$ cat src/gafm_pkg.sv
// Constants for the general purpose pin alternate function mux
package gafm_pkg;
    localparam int GAFM_PIN_COUNT = 7;
    localparam int GAFM_PIN_PORT_B_RST = 0;
    localparam int GAFM_PIN_PORT_D_RST = 1;
    localparam int GAFM_PIN_IRQ_0 = 2;
    localparam int GAFM_PIN_IRQ_1 = 3;
    localparam int GAFM_PIN_IRQ_2 = 4;
    localparam int GAFM_IRQ_COUNT = 3;
    // Pins 5 and 6 have no alternate function
    localparam logic [6:0] GAFM_ALT_CAPABLE = 7'h1F;
    localparam logic [6:0] GAFM_ALT_IS_OUTPUT = 7'h03;
    localparam logic [6:0] GAFM_DIR_RESET = 7'h00;
    localparam logic [6:0] GAFM_OUT_RESET = 7'h00;
    localparam logic [6:0] GAFM_ALT_RESET = 7'h00;
    // Active-low level held by an idle expander interrupt and released reset
    localparam logic GAFM_DEASSERTED_N = 1'b1;
    typedef enum logic [1:0] {
        GAFM_SRC_NONE = 2'b00,
        GAFM_SRC_SW = 2'b01,
        GAFM_SRC_SMB = 2'b10,
        GAFM_SRC_EEPROM = 2'b11
    } gafm_src_e;
endpackage

$ cat src/gafm_mux.sv
// Pin mux top for general purpose pins 0 to 6
// Notes on behaviour
// - Names ending _n are asserted when low
// - Pins 0..6 usable as plain bit I/O
// - Pin 0 alternate drives port B reset
// - Pin 1 alternate drives port D reset
// - Pins 2..4 alternate take expander interrupts
// - Each pin direction set independently
// - Alternate enable from software, SMBus, or EEPROM
`timescale 1ns/10ps
`default_nettype none
module gafm_mux
    import gafm_pkg::*;
#(
    parameter int PINS = GAFM_PIN_COUNT
) (
    // Clock and reset
    input wire logic clk_sys,
    input wire logic rst_n,
    // Software GPIO configuration
    input wire logic [PINS-1:0] gpio_dir,
    input wire logic [PINS-1:0] gpio_out,
    output logic [PINS-1:0] gpio_in,
    // Alternate enable writes from the three configuration sources
    input wire logic alt_sw_wr,
    input wire logic [PINS-1:0] alt_sw_val,
    input wire logic alt_smb_wr,
    input wire logic [PINS-1:0] alt_smb_val,
    input wire logic alt_eeprom_wr,
    input wire logic [PINS-1:0] alt_eeprom_val,
    output logic [PINS-1:0] alt_en,
    output logic [1:0] alt_last_src,
    // Internal alternate function signals
    input wire logic port_b_reset_req,
    input wire logic port_d_reset_req,
    output logic [GAFM_IRQ_COUNT-1:0] expander_irq,
    // Pads
    input wire logic [PINS-1:0] pad_i,
    output logic [PINS-1:0] pad_o,
    output logic [PINS-1:0] pad_oe
);
    logic [PINS-1:0] alt_q, alt_d;
    gafm_src_e src_q, src_d;
    logic [PINS-1:0] alt_drive_n;
    logic [PINS-1:0] alt_sense_n;
    wire downstream_port_b_reset_out = ~port_b_reset_req;
    wire downstream_port_d_reset_out = ~port_d_reset_req;
    wire expander_irq_in_0 = alt_sense_n[GAFM_PIN_IRQ_0];
    wire expander_irq_in_1 = alt_sense_n[GAFM_PIN_IRQ_1];
    wire expander_irq_in_2 = alt_sense_n[GAFM_PIN_IRQ_2];

    // Fixed priority when sources collide: software last word wins
    assign alt_d = alt_sw_wr ? alt_sw_val :
                   alt_smb_wr ? alt_smb_val :
                   alt_eeprom_wr ? alt_eeprom_val : alt_q;
    assign src_d = alt_sw_wr ? GAFM_SRC_SW :
                   alt_smb_wr ? GAFM_SRC_SMB :
                   alt_eeprom_wr ? GAFM_SRC_EEPROM : src_q;
    always_ff @(posedge clk_sys or negedge rst_n) begin
        if (!rst_n) begin
            alt_q <= GAFM_ALT_RESET;
            src_q <= GAFM_SRC_NONE;
        end else begin
            alt_q <= alt_d;
            src_q <= src_d;
        end
    end
    assign alt_en = alt_q & GAFM_ALT_CAPABLE[PINS-1:0];
    assign alt_last_src = src_q;

    always_comb begin
        alt_drive_n = {PINS{GAFM_DEASSERTED_N}};
        alt_drive_n[GAFM_PIN_PORT_B_RST] = downstream_port_b_reset_out;
        alt_drive_n[GAFM_PIN_PORT_D_RST] = downstream_port_d_reset_out;
    end
    // Expander asserts low on input change; hot-plug logic then reads it
    assign expander_irq = ~{expander_irq_in_2, expander_irq_in_1, expander_irq_in_0};

    genvar g;
    generate
        for (g = 0; g < PINS; g++) begin : g_pin
            gafm_pin_cell #(
                .ALT_CAPABLE(GAFM_ALT_CAPABLE[g]),
                .ALT_OUTPUT(GAFM_ALT_IS_OUTPUT[g])
            ) u_cell (
                .clk_sys(clk_sys),
                .rst_n(rst_n),
                .gpio_dir(gpio_dir[g]),
                .gpio_out(gpio_out[g]),
                .alt_en(alt_q[g]),
                .alt_drive_n(alt_drive_n[g]),
                .alt_sense_n(alt_sense_n[g]),
                .pin_i(pad_i[g]),
                .pin_o(pad_o[g]),
                .pin_oe(pad_oe[g]),
                .gpio_in(gpio_in[g])
            );
        end
    endgenerate
endmodule
`default_nettype wire

$ cat src/gafm_pin_cell.sv
// One general purpose pin with optional alternate function
`timescale 1ns/10ps
`default_nettype none
module gafm_pin_cell
    import gafm_pkg::*;
#(
    parameter bit ALT_CAPABLE = 1'b0,
    parameter bit ALT_OUTPUT = 1'b0
) (
    // Clock and reset
    input wire logic clk_sys,
    input wire logic rst_n,
    // Configuration
    input wire logic gpio_dir,
    input wire logic gpio_out,
    input wire logic alt_en,
    // Alternate function side
    input wire logic alt_drive_n,
    output logic alt_sense_n,
    // Pin side
    input wire logic pin_i,
    output logic pin_o,
    output logic pin_oe,
    output logic gpio_in
);
    logic o_q, o_d, oe_q, oe_d, in_q, alt_q, alt_d;
    wire use_alt = ALT_CAPABLE && alt_en;
    assign o_d = use_alt ? (ALT_OUTPUT ? alt_drive_n : 1'b0) : gpio_out;
    assign oe_d = use_alt ? ALT_OUTPUT : gpio_dir;
    // Input pins seen by the alternate logic only when selected
    assign alt_d = (use_alt && !ALT_OUTPUT) ? pin_i : GAFM_DEASSERTED_N;
    always_ff @(posedge clk_sys or negedge rst_n) begin
        if (!rst_n) begin
            o_q <= 1'b0;
            oe_q <= 1'b0;
            in_q <= 1'b0;
            alt_q <= GAFM_DEASSERTED_N;
        end else begin
            o_q <= o_d;
            oe_q <= oe_d;
            in_q <= pin_i;
            alt_q <= alt_d;
        end
    end
    assign pin_o = o_q;
    assign pin_oe = oe_q;
    assign gpio_in = in_q;
    assign alt_sense_n = alt_q;
endmodule
`default_nettype wire

$ cat config.mk
export PLATFORM = sky130hd
export DESIGN_NAME = gafm_mux
export DESIGN_NICKNAME = d
export VERILOG_FILES = /design/src/gafm_pkg.sv /design/src/gafm_mux.sv /design/src/gafm_pin_cell.sv
export SDC_FILE = /design/constraint.sdc
export NUM_CORES = 1
export LEC_CHECK = 0
export BUFFER_PORTS_ARGS = -buffer_cell sky130_fd_sc_hd__clkbuf_2
export CORE_MARGIN = 10
export CORE_UTILIZATION = 42
export CTS_CLUSTER_DIAMETER = 30
export CTS_CLUSTER_SIZE = 8
export DETAILED_ROUTE_END_ITERATION = 16
export PLACE_DENSITY = 0.79
export SYNTH_ARGS = -nofsm -noshare
export SYNTH_HDL_FRONTEND = slang
export SYNTH_SLANG_ARGS = --single-unit
$ cat constraint.sdc
create_clock -name clk_sys -period 1.2 [get_ports clk_sys]
set_clock_uncertainty 0.05 [all_clocks]
set_input_delay 0.06 -clock clk_sys [delete_from_list [all_inputs] [get_ports clk_sys]]
set_output_delay 0.06 -clock clk_sys [all_outputs]
set_load 0.005 [all_outputs]
==> reports/summary.txt, run 1 <==
YS warnings - 0
RSZ-0062 raised after global routing - no
Post-cts resize count - 0
Max FO, Critical Path - 1
Clock Latency Late Sink - 330 ps
Yosys top cell by area - dfrtp_1
CTS sink count - 31
Synth cell types - 18
Reg-to-reg slack, setup - 250 ps
Die width - 75.90 um
TritonCTS Buffers - 5
Mean Syn Cell Area - 12.50 um^2
Hold Path Sink - alt_q[2]$_DFFE_PN0P_
Vias in the first global route - 1106
Final net count - 240
CTS tree - built
Die Area - 5761 um^2
Hold Startpoint - alt_sw_val[2]
RR Startpoint - alt_q[4]$_DFFE_PN0P_
Port bufs - 73
Core box area - 3028 um^2
Worst hold-check path type - input port to register
Critical path arrival - 1010 ps
Final worst path period share - 0.9303
Setup TNS - 0 ps
GP Congestion - 0.7331
Register area share after synthesis - 0.5939
Leakage - 0.9940 nW
DR pass1 iterations - 4
Max Clock Freq - 895.8 MHz
Pin count of the biggest net entering global routing - 32
Outcome - finished, final reports clean
Routed Antenna Nets - 0
Row count - 20
PwrDens - 1092 nW/um^2
First-pass GRT wire length - 5451 um
Routed vias - 991
Die height - 75.90 um
CTS H-tree lvls - 2
Endpoint class of the critical path - output port
Post-synth top area share - 0.5338
Post-DP HPWL - 2403 um
Crit Path Category - register to output port
Ys async rst share - 1.000
Min cycle time layout - 1116 ps
Synth cell count leaders - buf_4, dfrtp_1, mux2i_1, nor2b_1, inv_1
Yosys reg bits - 31
Synth top area cells - dfrtp_1, buf_4, dfstp_2
Crit path required time - 1090 ps
Most frequent cell after synthesis - buf_4
First DRT Iteration DRCs - 30
Share of layout cells above drive strength 1 - 0.4792
Clock Tree Buf Depth - 2
Most used DFF post-synth - dfrtp_1
Final WL - 3449 um
I/O pin cnt - 82
Multi-input logic area - 285.3 um^2
Crit start category - register
# fillers - 237
Gr usage total - 0.1194
WL per Instance - 14.61 um
Starting Density - 0.4335
Root Driver - clkbuf_4
Final Slew Violations - 0
Initial antenna violation count - 0
Hold bufs inserted after CTS - 32
Synthesized area - 1313 um^2
Peak VDD IR - 580.8 uV
Reg2reg path depth - 2
Fin Hold WS - 27.77 ps
# setup viols final - 0
Clk pin slew, worst setup/hold paths - 100 ps
Area grow syn2layout - 45.09%
GRT Residual Overflow - 0
Post-synthesis cell count - 105
# DRC - 0
Final hold vios - 0
# diodes - 0
Number of synthesized flops with an enable pin - 0
Max Cap Viol - 0
DR vias/cell - 4.199
FF/Latch Area - 779.5 um^2
Hold depth - 3
Reg-to-Reg End - alt_q[4]$_DFFE_PN0P_
Number of buffers added for setup after CTS - 0
==> stage by stage <==
step                      utilization  cell area, um^2  cells  total power, mW  worst slack (ps)
after floorplan                     -             1316    106            1.355             354.5
after global placement         0.5054             1530    196            1.446             320.5
final                          0.6289             1904    236            2.080             83.70
after CTS                      0.6289             1904    236            2.112             62.04
after detailed placement       0.5054             1530    196            1.459             241.3
after global routing           0.6289             1904    236            2.195             33.92
==> layout by cell type, fill, tap and decap left out, types with 3 or more instances in the layout <==
cell type       n
clkbuf_4        5
nand2b_1        3
nor3b_1         5
mux2i_1         7
dfrtp_1        28
dfstp_2         3
inv_1           6
a211oi_1        4
buf_4           3
clkbuf_2       73
nor2_1          3
dlygate4sd3_1  32
nor2b_1         7
==> critical path: stages (launching register included) <==
cell      delay (ps)
dfstp_2          540
inv_1             40
clkbuf_2         100
==> worst max path at each step <==
| stage | startpoint | slack [ps] | end | depth (start not counted) |
|---|---|---|---|---|
| floorplan | alt_q[0]$_DFFE_PN0P_ | 350 | g_pin[0].u_cell.pin_oe$_DFF_PN0_ | 1 |
| global placement | alt_sw_wr | 320 | alt_q[1]$_DFFE_PN0P_ | 4 |
| detailed placement | alt_sw_wr | 240 | alt_q[4]$_DFFE_PN0P_ | 4 |
| CTS | g_pin[3].u_cell.alt_sense_n$_DFF_PN1_ | 60 | expander_irq[1] | 2 |
| global route | g_pin[3].u_cell.alt_sense_n$_DFF_PN1_ | 30 | expander_irq[1] | 2 |
| finish | g_pin[3].u_cell.alt_sense_n$_DFF_PN1_ | 80 | expander_irq[1] | 2 |
==> power by group <==
part           switching (mW)  total (mW)  internal (mW)
Sequential             0.0376        1.16           1.12
Combinational           0.143       0.360          0.216
Clock                   0.335       0.561          0.225
==> cell families after synthesis <==
family	Yosys count	share of synthesized area
compound gates	6	0.04004
simple gates	24	0.1182
flops	31	0.5939
mux	7	0.05339
other cells	1	0.002857
buf+inv	36	0.1916
==> sequential cells by signal, summed over array words and instances (netlist names) <==
| name | cells |
|---|---|
| alt_last_src | 2 |
| g_pin.u_cell.pin_o | 7 |
| g_pin.u_cell.alt_sense_n | 3 |
| alt_q | 5 |
| g_pin.u_cell.pin_oe | 7 |
| g_pin.u_cell.gpio_in | 7 |
==> cell type report <==
| class | count | area share |
|---|---|---|
| clock buffers | 6 | 0.02168 |
| clock inverters | 2 | 0.006570 |
| inverters | 6 | 0.01183 |
| multi-input cells | 39 | 0.1498 |
| flip-flops and latches | 31 | 0.4093 |
| well taps | 44 | 0.02891 |
| repair buffers | 108 | 0.3719 |
==> layer usage <==
metal  GRT usage  vias to the layer above  wire length, um
met4     0.05682                        0               68
met3     0.04835                        6              241
met2      0.2236                       46             1888
met1      0.1081                      463             1251
li1            -                      476                -
met5           0                        -                0
(Power assumes the default switching activity.)
==> run 2: changes to the inputs <==
--- a/config.mk
+++ b/config.mk
@@ -8,6 +8,7 @@
 export BUFFER_PORTS_ARGS = -buffer_cell sky130_fd_sc_hd__clkbuf_2
 export CORE_MARGIN = 10
 export CORE_UTILIZATION = 42
+export CTS_BUF_LIST = sky130_fd_sc_hd__clkbuf_4 sky130_fd_sc_hd__clkbuf_8 sky130_fd_sc_hd__clkbuf_16
 export CTS_CLUSTER_DIAMETER = 30
 export CTS_CLUSTER_SIZE = 8
 export DETAILED_ROUTE_END_ITERATION = 16
==> run 2 against run 1 <==
Compared with the run above:
- core utilization rose by 0.12 points
- fmax rose by 1.8%
- critical path depth did not move
- non-clock buffer count did not move
- global-route usage did not move
- clock power rose by 3.7%
- via count fell by 0.50%
- final cell count did not move
- combinational power barely moved
- worst setup slack improved by 20 ps
- flip-flop and latch count did not move
==> reports/summary.txt, run 2 (synthesized netlist as in run 1, its figures left out) <==
Outcome - finished, final reports clean
DR pass1 iterations - 4 (unchanged)
GRT Residual Overflow - 0 (unchanged)
CP top delay family - flip-flops
Endpoint class of the critical path - output port
Max Cap Viol - 0 (unchanged)
Reg2reg path depth - 2 (unchanged)
Area grow syn2layout - 45.38%
Crit Path Category - register to output port
Row count - 20 (unchanged)
# DRC - 0 (unchanged)
Clock Latency Late Sink - 330 ps (about the same)
Placed Cells - 196 (unchanged)
Power, Total - 2.101 mW (+1.0%)
Fin util - 0.6302 (+0.001239)
# setup viols final - 0 (unchanged)
Min cycle time layout - 1097 ps (-19.65 ps)
Die Area - 5761 um^2 (unchanged)
Worst hold-check path type - input port to register
Share of layout cells above drive strength 1 - 0.4844 (+0.005208)
Final hold vios - 0 (unchanged)
Die height - 75.90 um (unchanged)
Crit path required time - 1090 ps (about the same)
Critical path's largest stage delay - 520 ps (-20 ps)
Final cell count without fillers - 236 (unchanged)
Fin Hold WS - 29.67 ps (+1.899 ps)
Vias in the first global route - 1101 (-0.45%)
CTS H-tree lvls - 2 (unchanged)
Critical path cell sequence - inv_1 > clkbuf_2
PwrDens - 1101 nW/um^2 (+0.83%)
Routed Antenna Nets - 0 (unchanged)
Core box area - 3028 um^2 (unchanged)
# diodes - 0 (unchanged)
Setup TNS - 0 ps (unchanged)
Initial antenna violation count - 0 (unchanged)
Pin count of the biggest net entering global routing - 32 (unchanged)
WL per Instance - 14.62 um (about the same)
Port bufs - 73 (unchanged)
GP Congestion - 0.7331 (unchanged)
Starting Density - 0.4335 (unchanged)
Post-route setup slack - 103.3 ps (+19.65 ps)
WP depth - 2 (unchanged)
Peak VDD IR - 586.8 uV (+1.0%)
Number of buffers added for setup after CTS - 0 (unchanged)
Post-DP HPWL - 2403 um (unchanged)
Final WL - 3450 um (about the same)
Hold bufs inserted after CTS - 32 (unchanged)
RSZ-0062 raised after global routing - no
Critical path arrival - 990 ps (-20 ps)
I/O pin cnt - 82 (unchanged)
CTS tree - built
Hold depth - 3 (unchanged)
Crit-path slowest cell - dfstp_2
Post-placement setup slack - 241.3 ps (unchanged)
Crit start category - register
Routed vias - 986 (-0.50%)
Critical path buffers and inverters - 2 (unchanged)
Commonest non-fill, non-tap cells in the layout - clkbuf_2, dlygate4sd3_1, dfrtp_1, mux2i_1, nor2b_1
First-pass GRT wire length - 5444 um (-0.13%)
Root Driver - clkbuf_4
Gr usage total - 0.1194 (unchanged)
Max Clock Freq - 911.9 MHz (+1.8%)
Final net count - 240 (unchanged)
Leakage - 0.9974 nW (+0.34%)
Max FO, Critical Path - 1 (unchanged)
Final worst path period share - 0.9139 (-0.01637)
Die width - 75.90 um (unchanged)
DP Area - 1530 um^2 (unchanged)
First DRT Iteration DRCs - 27 (-10%)
Clk pin slew, worst setup/hold paths - 100 ps (about the same)
Post-cts resize count - 0 (unchanged)
Commonest non-fill, non-tap cell in the layout - clkbuf_2
DR vias/cell - 4.178 (-0.50%)
CTS sink count - 31 (unchanged)
Fin area - 1908 um^2 (+0.20%)
TritonCTS Buffers - 5 (unchanged)
Final Slew Violations - 0 (unchanged)
Clock Tree Buf Depth - 2 (unchanged)
==> run 2: routing by layer <==
| layer | vias up | GRT usage | wire length (um) |
|---|---|---|---|
| li1 | 475 | - | - |
| met1 | 459 | 0.1081 | 1256 |
| met2 | 46 | 0.2236 | 1892 |
| met3 | 6 | 0.04835 | 236 |
| met4 | 0 | 0.05682 | 65 |
| met5 | - | 0 | 0 |
==> run 2: final timing paths <==
| check | startpoint | slack (ps) | to |
|---|---|---|---|
| hold / removal | alt_sw_val[2] | 30 | alt_q[2]$_DFFE_PN0P_ |
| setup reg to reg | alt_q[4]$_DFFE_PN0P_ | 250 | alt_q[4]$_DFFE_PN0P_ |
| min in group asynchronous | rst_n | 210 | g_pin[3].u_cell.pin_o$_DFF_PN0_ |
| max in group asynchronous | rst_n | 550 | g_pin[4].u_cell.alt_sense_n$_DFF_PN1_ |
| hold reg to reg | alt_q[4]$_DFFE_PN0P_ | 440 | g_pin[4].u_cell.alt_sense_n$_DFF_PN1_ |
| setup / recovery | g_pin[3].u_cell.alt_sense_n$_DFF_PN1_ | 100 | expander_irq[1] |
==> run 2: power by group <==
part | switching (mW) | total [mW] | internal [mW]
Clock | 0.334 | 0.582 | 0.248
Combinational | 0.143 | 0.360 | 0.216
Sequential | 0.0375 | 1.16 | 1.12
Total | 0.515 | 2.10 | 1.59
==> run 2: area by class of cell <==
| class | count | area [um^2] |
|---|---|---|
| clock inverter | 2 | 12.51 |
| inverter | 6 | 22.52 |
| fill | 235 | 1120 |
| multi-input combinational | 39 | 285.3 |
| timing repair buffer | 108 | 708.2 |
| clock buffer | 6 | 45.04 |
| sequential | 31 | 779.5 |
| tap | 44 | 55.05 |
==> run 2: worst register-to-register path: cells and delay by family (launching register included) <==
family	cells	cell delay, ps
DFF	1	410
AOI/OAI and AO/OA	1	290
muxes	1	100
==> run 3: changes to the inputs <==
--- a/config.mk
+++ b/config.mk
@@ -7,12 +7,12 @@
 export LEC_CHECK = 0
 export BUFFER_PORTS_ARGS = -buffer_cell sky130_fd_sc_hd__clkbuf_2
 export CORE_MARGIN = 10
-export CORE_UTILIZATION = 42
+export CORE_UTILIZATION = 38
 export CTS_BUF_LIST = sky130_fd_sc_hd__clkbuf_4 sky130_fd_sc_hd__clkbuf_8 sky130_fd_sc_hd__clkbuf_16
-export CTS_CLUSTER_DIAMETER = 30
+export CTS_CLUSTER_DIAMETER = 200
 export CTS_CLUSTER_SIZE = 8
 export DETAILED_ROUTE_END_ITERATION = 16
-export PLACE_DENSITY = 0.79
+export PLACE_DENSITY = 0.75
 export SYNTH_ARGS = -nofsm -noshare
 export SYNTH_HDL_FRONTEND = slang
 export SYNTH_SLANG_ARGS = --single-unit
==> constraint.sdc (replaced) <==
create_clock -name clk_sys -period 0.9 [get_ports clk_sys]
set_clock_uncertainty 0.05 [all_clocks]
set_input_delay 0 -clock clk_sys [delete_from_list [all_inputs] [get_ports clk_sys]]
set_output_delay 0 -clock clk_sys [all_outputs]
set_load 0.005 [all_outputs]
==> run 3 against run 2 <==
Compared with the run above:
- the flow now finishes with violations (negative setup slack)
- via count is 10% higher
- sequential share of layout area shrank 4.9 points
- sequential power is 33% higher
- global-route usage up 0.54 points
- count of clock-buffer cells in the layout is the same
- combinational power is 76% higher
- worst setup slack worse by 250 ps
- total power is 56% higher
- first-iteration DRC count decreased by 41%
- routed wire length increased by 10%
- critical endpoint is now expander_irq[0]
- critical path depth is the same
- clock power increased by 89%
==> reports/summary.txt, run 3 (synthesized netlist as in run 1, its figures left out) <==
Pin count of the biggest net entering global routing - 21 (-34%)
Initial antenna violation count - 0 (unchanged)
Root Driver - clkbuf_4
Max FO, Critical Path - 1 (unchanged)
# setup viols final - 10 (+10)
Gr usage total - 0.1249 (+0.005421)
I/O pin cnt - 82 (unchanged)
Max Cap Viol - 0 (unchanged)
DR vias/cell - 4.197 (+0.45%)
CTS sink count - 31 (unchanged)
Max Clock Freq - 956.9 MHz
Die width - 78.77 um (+3.8%)
DR pass1 iterations - 4 (unchanged)
Row count - 21 (+5.0%)
Crit Path Category - register to output port
Clk pin slew, worst setup/hold paths - 90 ps (about the same)
GRT Residual Overflow - 0 (unchanged)
Commonest non-fill, non-tap cell in the layout - clkbuf_2
Commonest non-fill, non-tap cells in the layout - clkbuf_2, dlygate4sd3_1, dfrtp_1, buf_6, buf_4
CTS tree - built
Area grow syn2layout - 65.01%
# diodes - 0 (unchanged)
Fin util - 0.6490 (+0.01888)
PwrDens - 1513 nW/um^2 (+37%)
Post-route setup slack - -145.0 ps (-248.4 ps)
WL per Instance - 14.68 um (+0.42%)
Leakage - 1.123 nW (+13%)
Share of layout cells above drive strength 1 - 0.5023 (+0.01797)
Final Slew Violations - 0 (unchanged)
Critical path arrival - 1000 ps (about the same)
Worst hold-check path type - input port to register
Die height - 78.77 um (+3.8%)
Failing checks - negative setup slack
Crit path required time - 850 ps (-240 ps)
Min cycle time layout - 1045 ps
CTS H-tree lvls - 2 (unchanged)
Crit start category - register
TritonCTS Buffers - 5 (unchanged)
GP Congestion - 0.7569 (+3.2%)
First DRT Iteration DRCs - 16 (-41%)
Final worst path period share - 1.161
# fillers - 277 (+18%)
# DRC - 0 (unchanged)
Clock Tree Buf Depth - 2 (unchanged)
Post-DP HPWL - 2611 um (+8.7%)
Routed Antenna Nets - 0 (unchanged)
Placed Cells - 206 (+5.1%)
Peak VDD IR - 587.9 uV (+0.19%)
Final WL - 3802 um (+10%)
Final cell count without fillers - 259 (+9.7%)
Die Area - 6205 um^2 (+7.7%)
Port bufs - 73 (unchanged)
Endpoint class of the critical path - output port
Outcome - finished with violations
Vias in the first global route - 1214 (+10%)
Final net count - 261 (+8.8%)
RSZ-0062 raised after global routing - yes
Clock Latency Late Sink - 320 ps (about the same)
Starting Density - 0.3933 (-0.04015)
Core box area - 3337 um^2 (+10%)
First-pass GRT wire length - 6072 um (+12%)
Final hold vios - 0 (unchanged)
Routed vias - 1087 (+10%)
Power, Total - 3.276 mW (+56%)
run 3: changes by cell type in the layout (fill, tap and decap cells not counted), moves of 2 or more:
cell / delta
or2_2: -2
buf_4: +5
dlygate4sd3_1: +9
or2_4: +2
buf_6: +9
clkbuf_2: -2
run 3: power breakdown:
part	leakage, nW	switching [mW]	internal, mW
combinational	0.714	0.230	0.401
sequential	0.360	0.0443	1.50
clock	0.0482	0.448	0.656
total	1.12	0.722	2.55
run 3: path summary, 6_finish.rpt:
path                                                       startpoint                                     to  slack, ps  cells after the start
worst max-delay path            g_pin[2].u_cell.alt_sense_n$_DFF_PN1_                        expander_irq[0]       -150                      2
worst min-delay path                                        alt_sw_wr                   alt_q[2]$_DFFE_PN0P_         20                      3
worst max register to register                   alt_q[0]$_DFFE_PN0P_                   alt_q[0]$_DFFE_PN0P_        -20                      3
worst min register to register            alt_last_src[1]$_DFFE_PN0P_            alt_last_src[1]$_DFFE_PN0P_        480                      2
max in group asynchronous                                       rst_n  g_pin[3].u_cell.alt_sense_n$_DFF_PN1_        390                      3
min in group asynchronous                                       rst_n                   alt_q[2]$_DFFE_PN0P_        100                      3
run 3: metrics by stage:
step	hold WS, ps	setup TNS, ps	setup slack (ps)	instance area (um^2)
6_report	15.80	-787.2	-145.0	2166
5_1_grt	32.01	-1754	-199.6	2166
4_1_cts	-7.958	-1085	-151.1	2120
3_5_place_dp	-104.3	0	48.37	1593
3_3_place_gp	-112.4	0	55.04	1593
2_1_floorplan	-345.6	0	54.47	1316
run 3: metal layers:
layer | up-vias | GRT usage | wire length (um)
li1 | 517 | - | -
met3 | 7 | 0.04842 | 305
met5 | - | 0 | 0
met1 | 512 | 0.1264 | 1366
met4 | 0 | 0.05376 | 87
met2 | 51 | 0.2237 | 2042
run 3: critical path: stages (launching register included):
cell and delay, ps:
dfstp_2 540, inv_2 30, buf_6 100
run 3: what timing repair did:
action / in CTS / in global routing
resized for setup: 2 / 13
hold buffers: 41 / 0
hold endpoints to repair: 62 / 0
pin swaps: 2 / 3
endpoints found under the setup margin: 10 / 37
buffers inserted: 5 / 1
run 3: final cells by class:
class | instances | area [um^2] | area share
Inverter | 6 | 22.52 | 0.01040
Timing Repair Buffer | 129 | 927.1 | 0.4281
Clock inverter | 2 | 35.03 | 0.01618
Sequential cell | 31 | 779.5 | 0.3599
Multi-Input combinational cell | 39 | 292.8 | 0.1352
Clock buffer | 6 | 51.30 | 0.02369
Tap cell | 46 | 57.56 | 0.02657
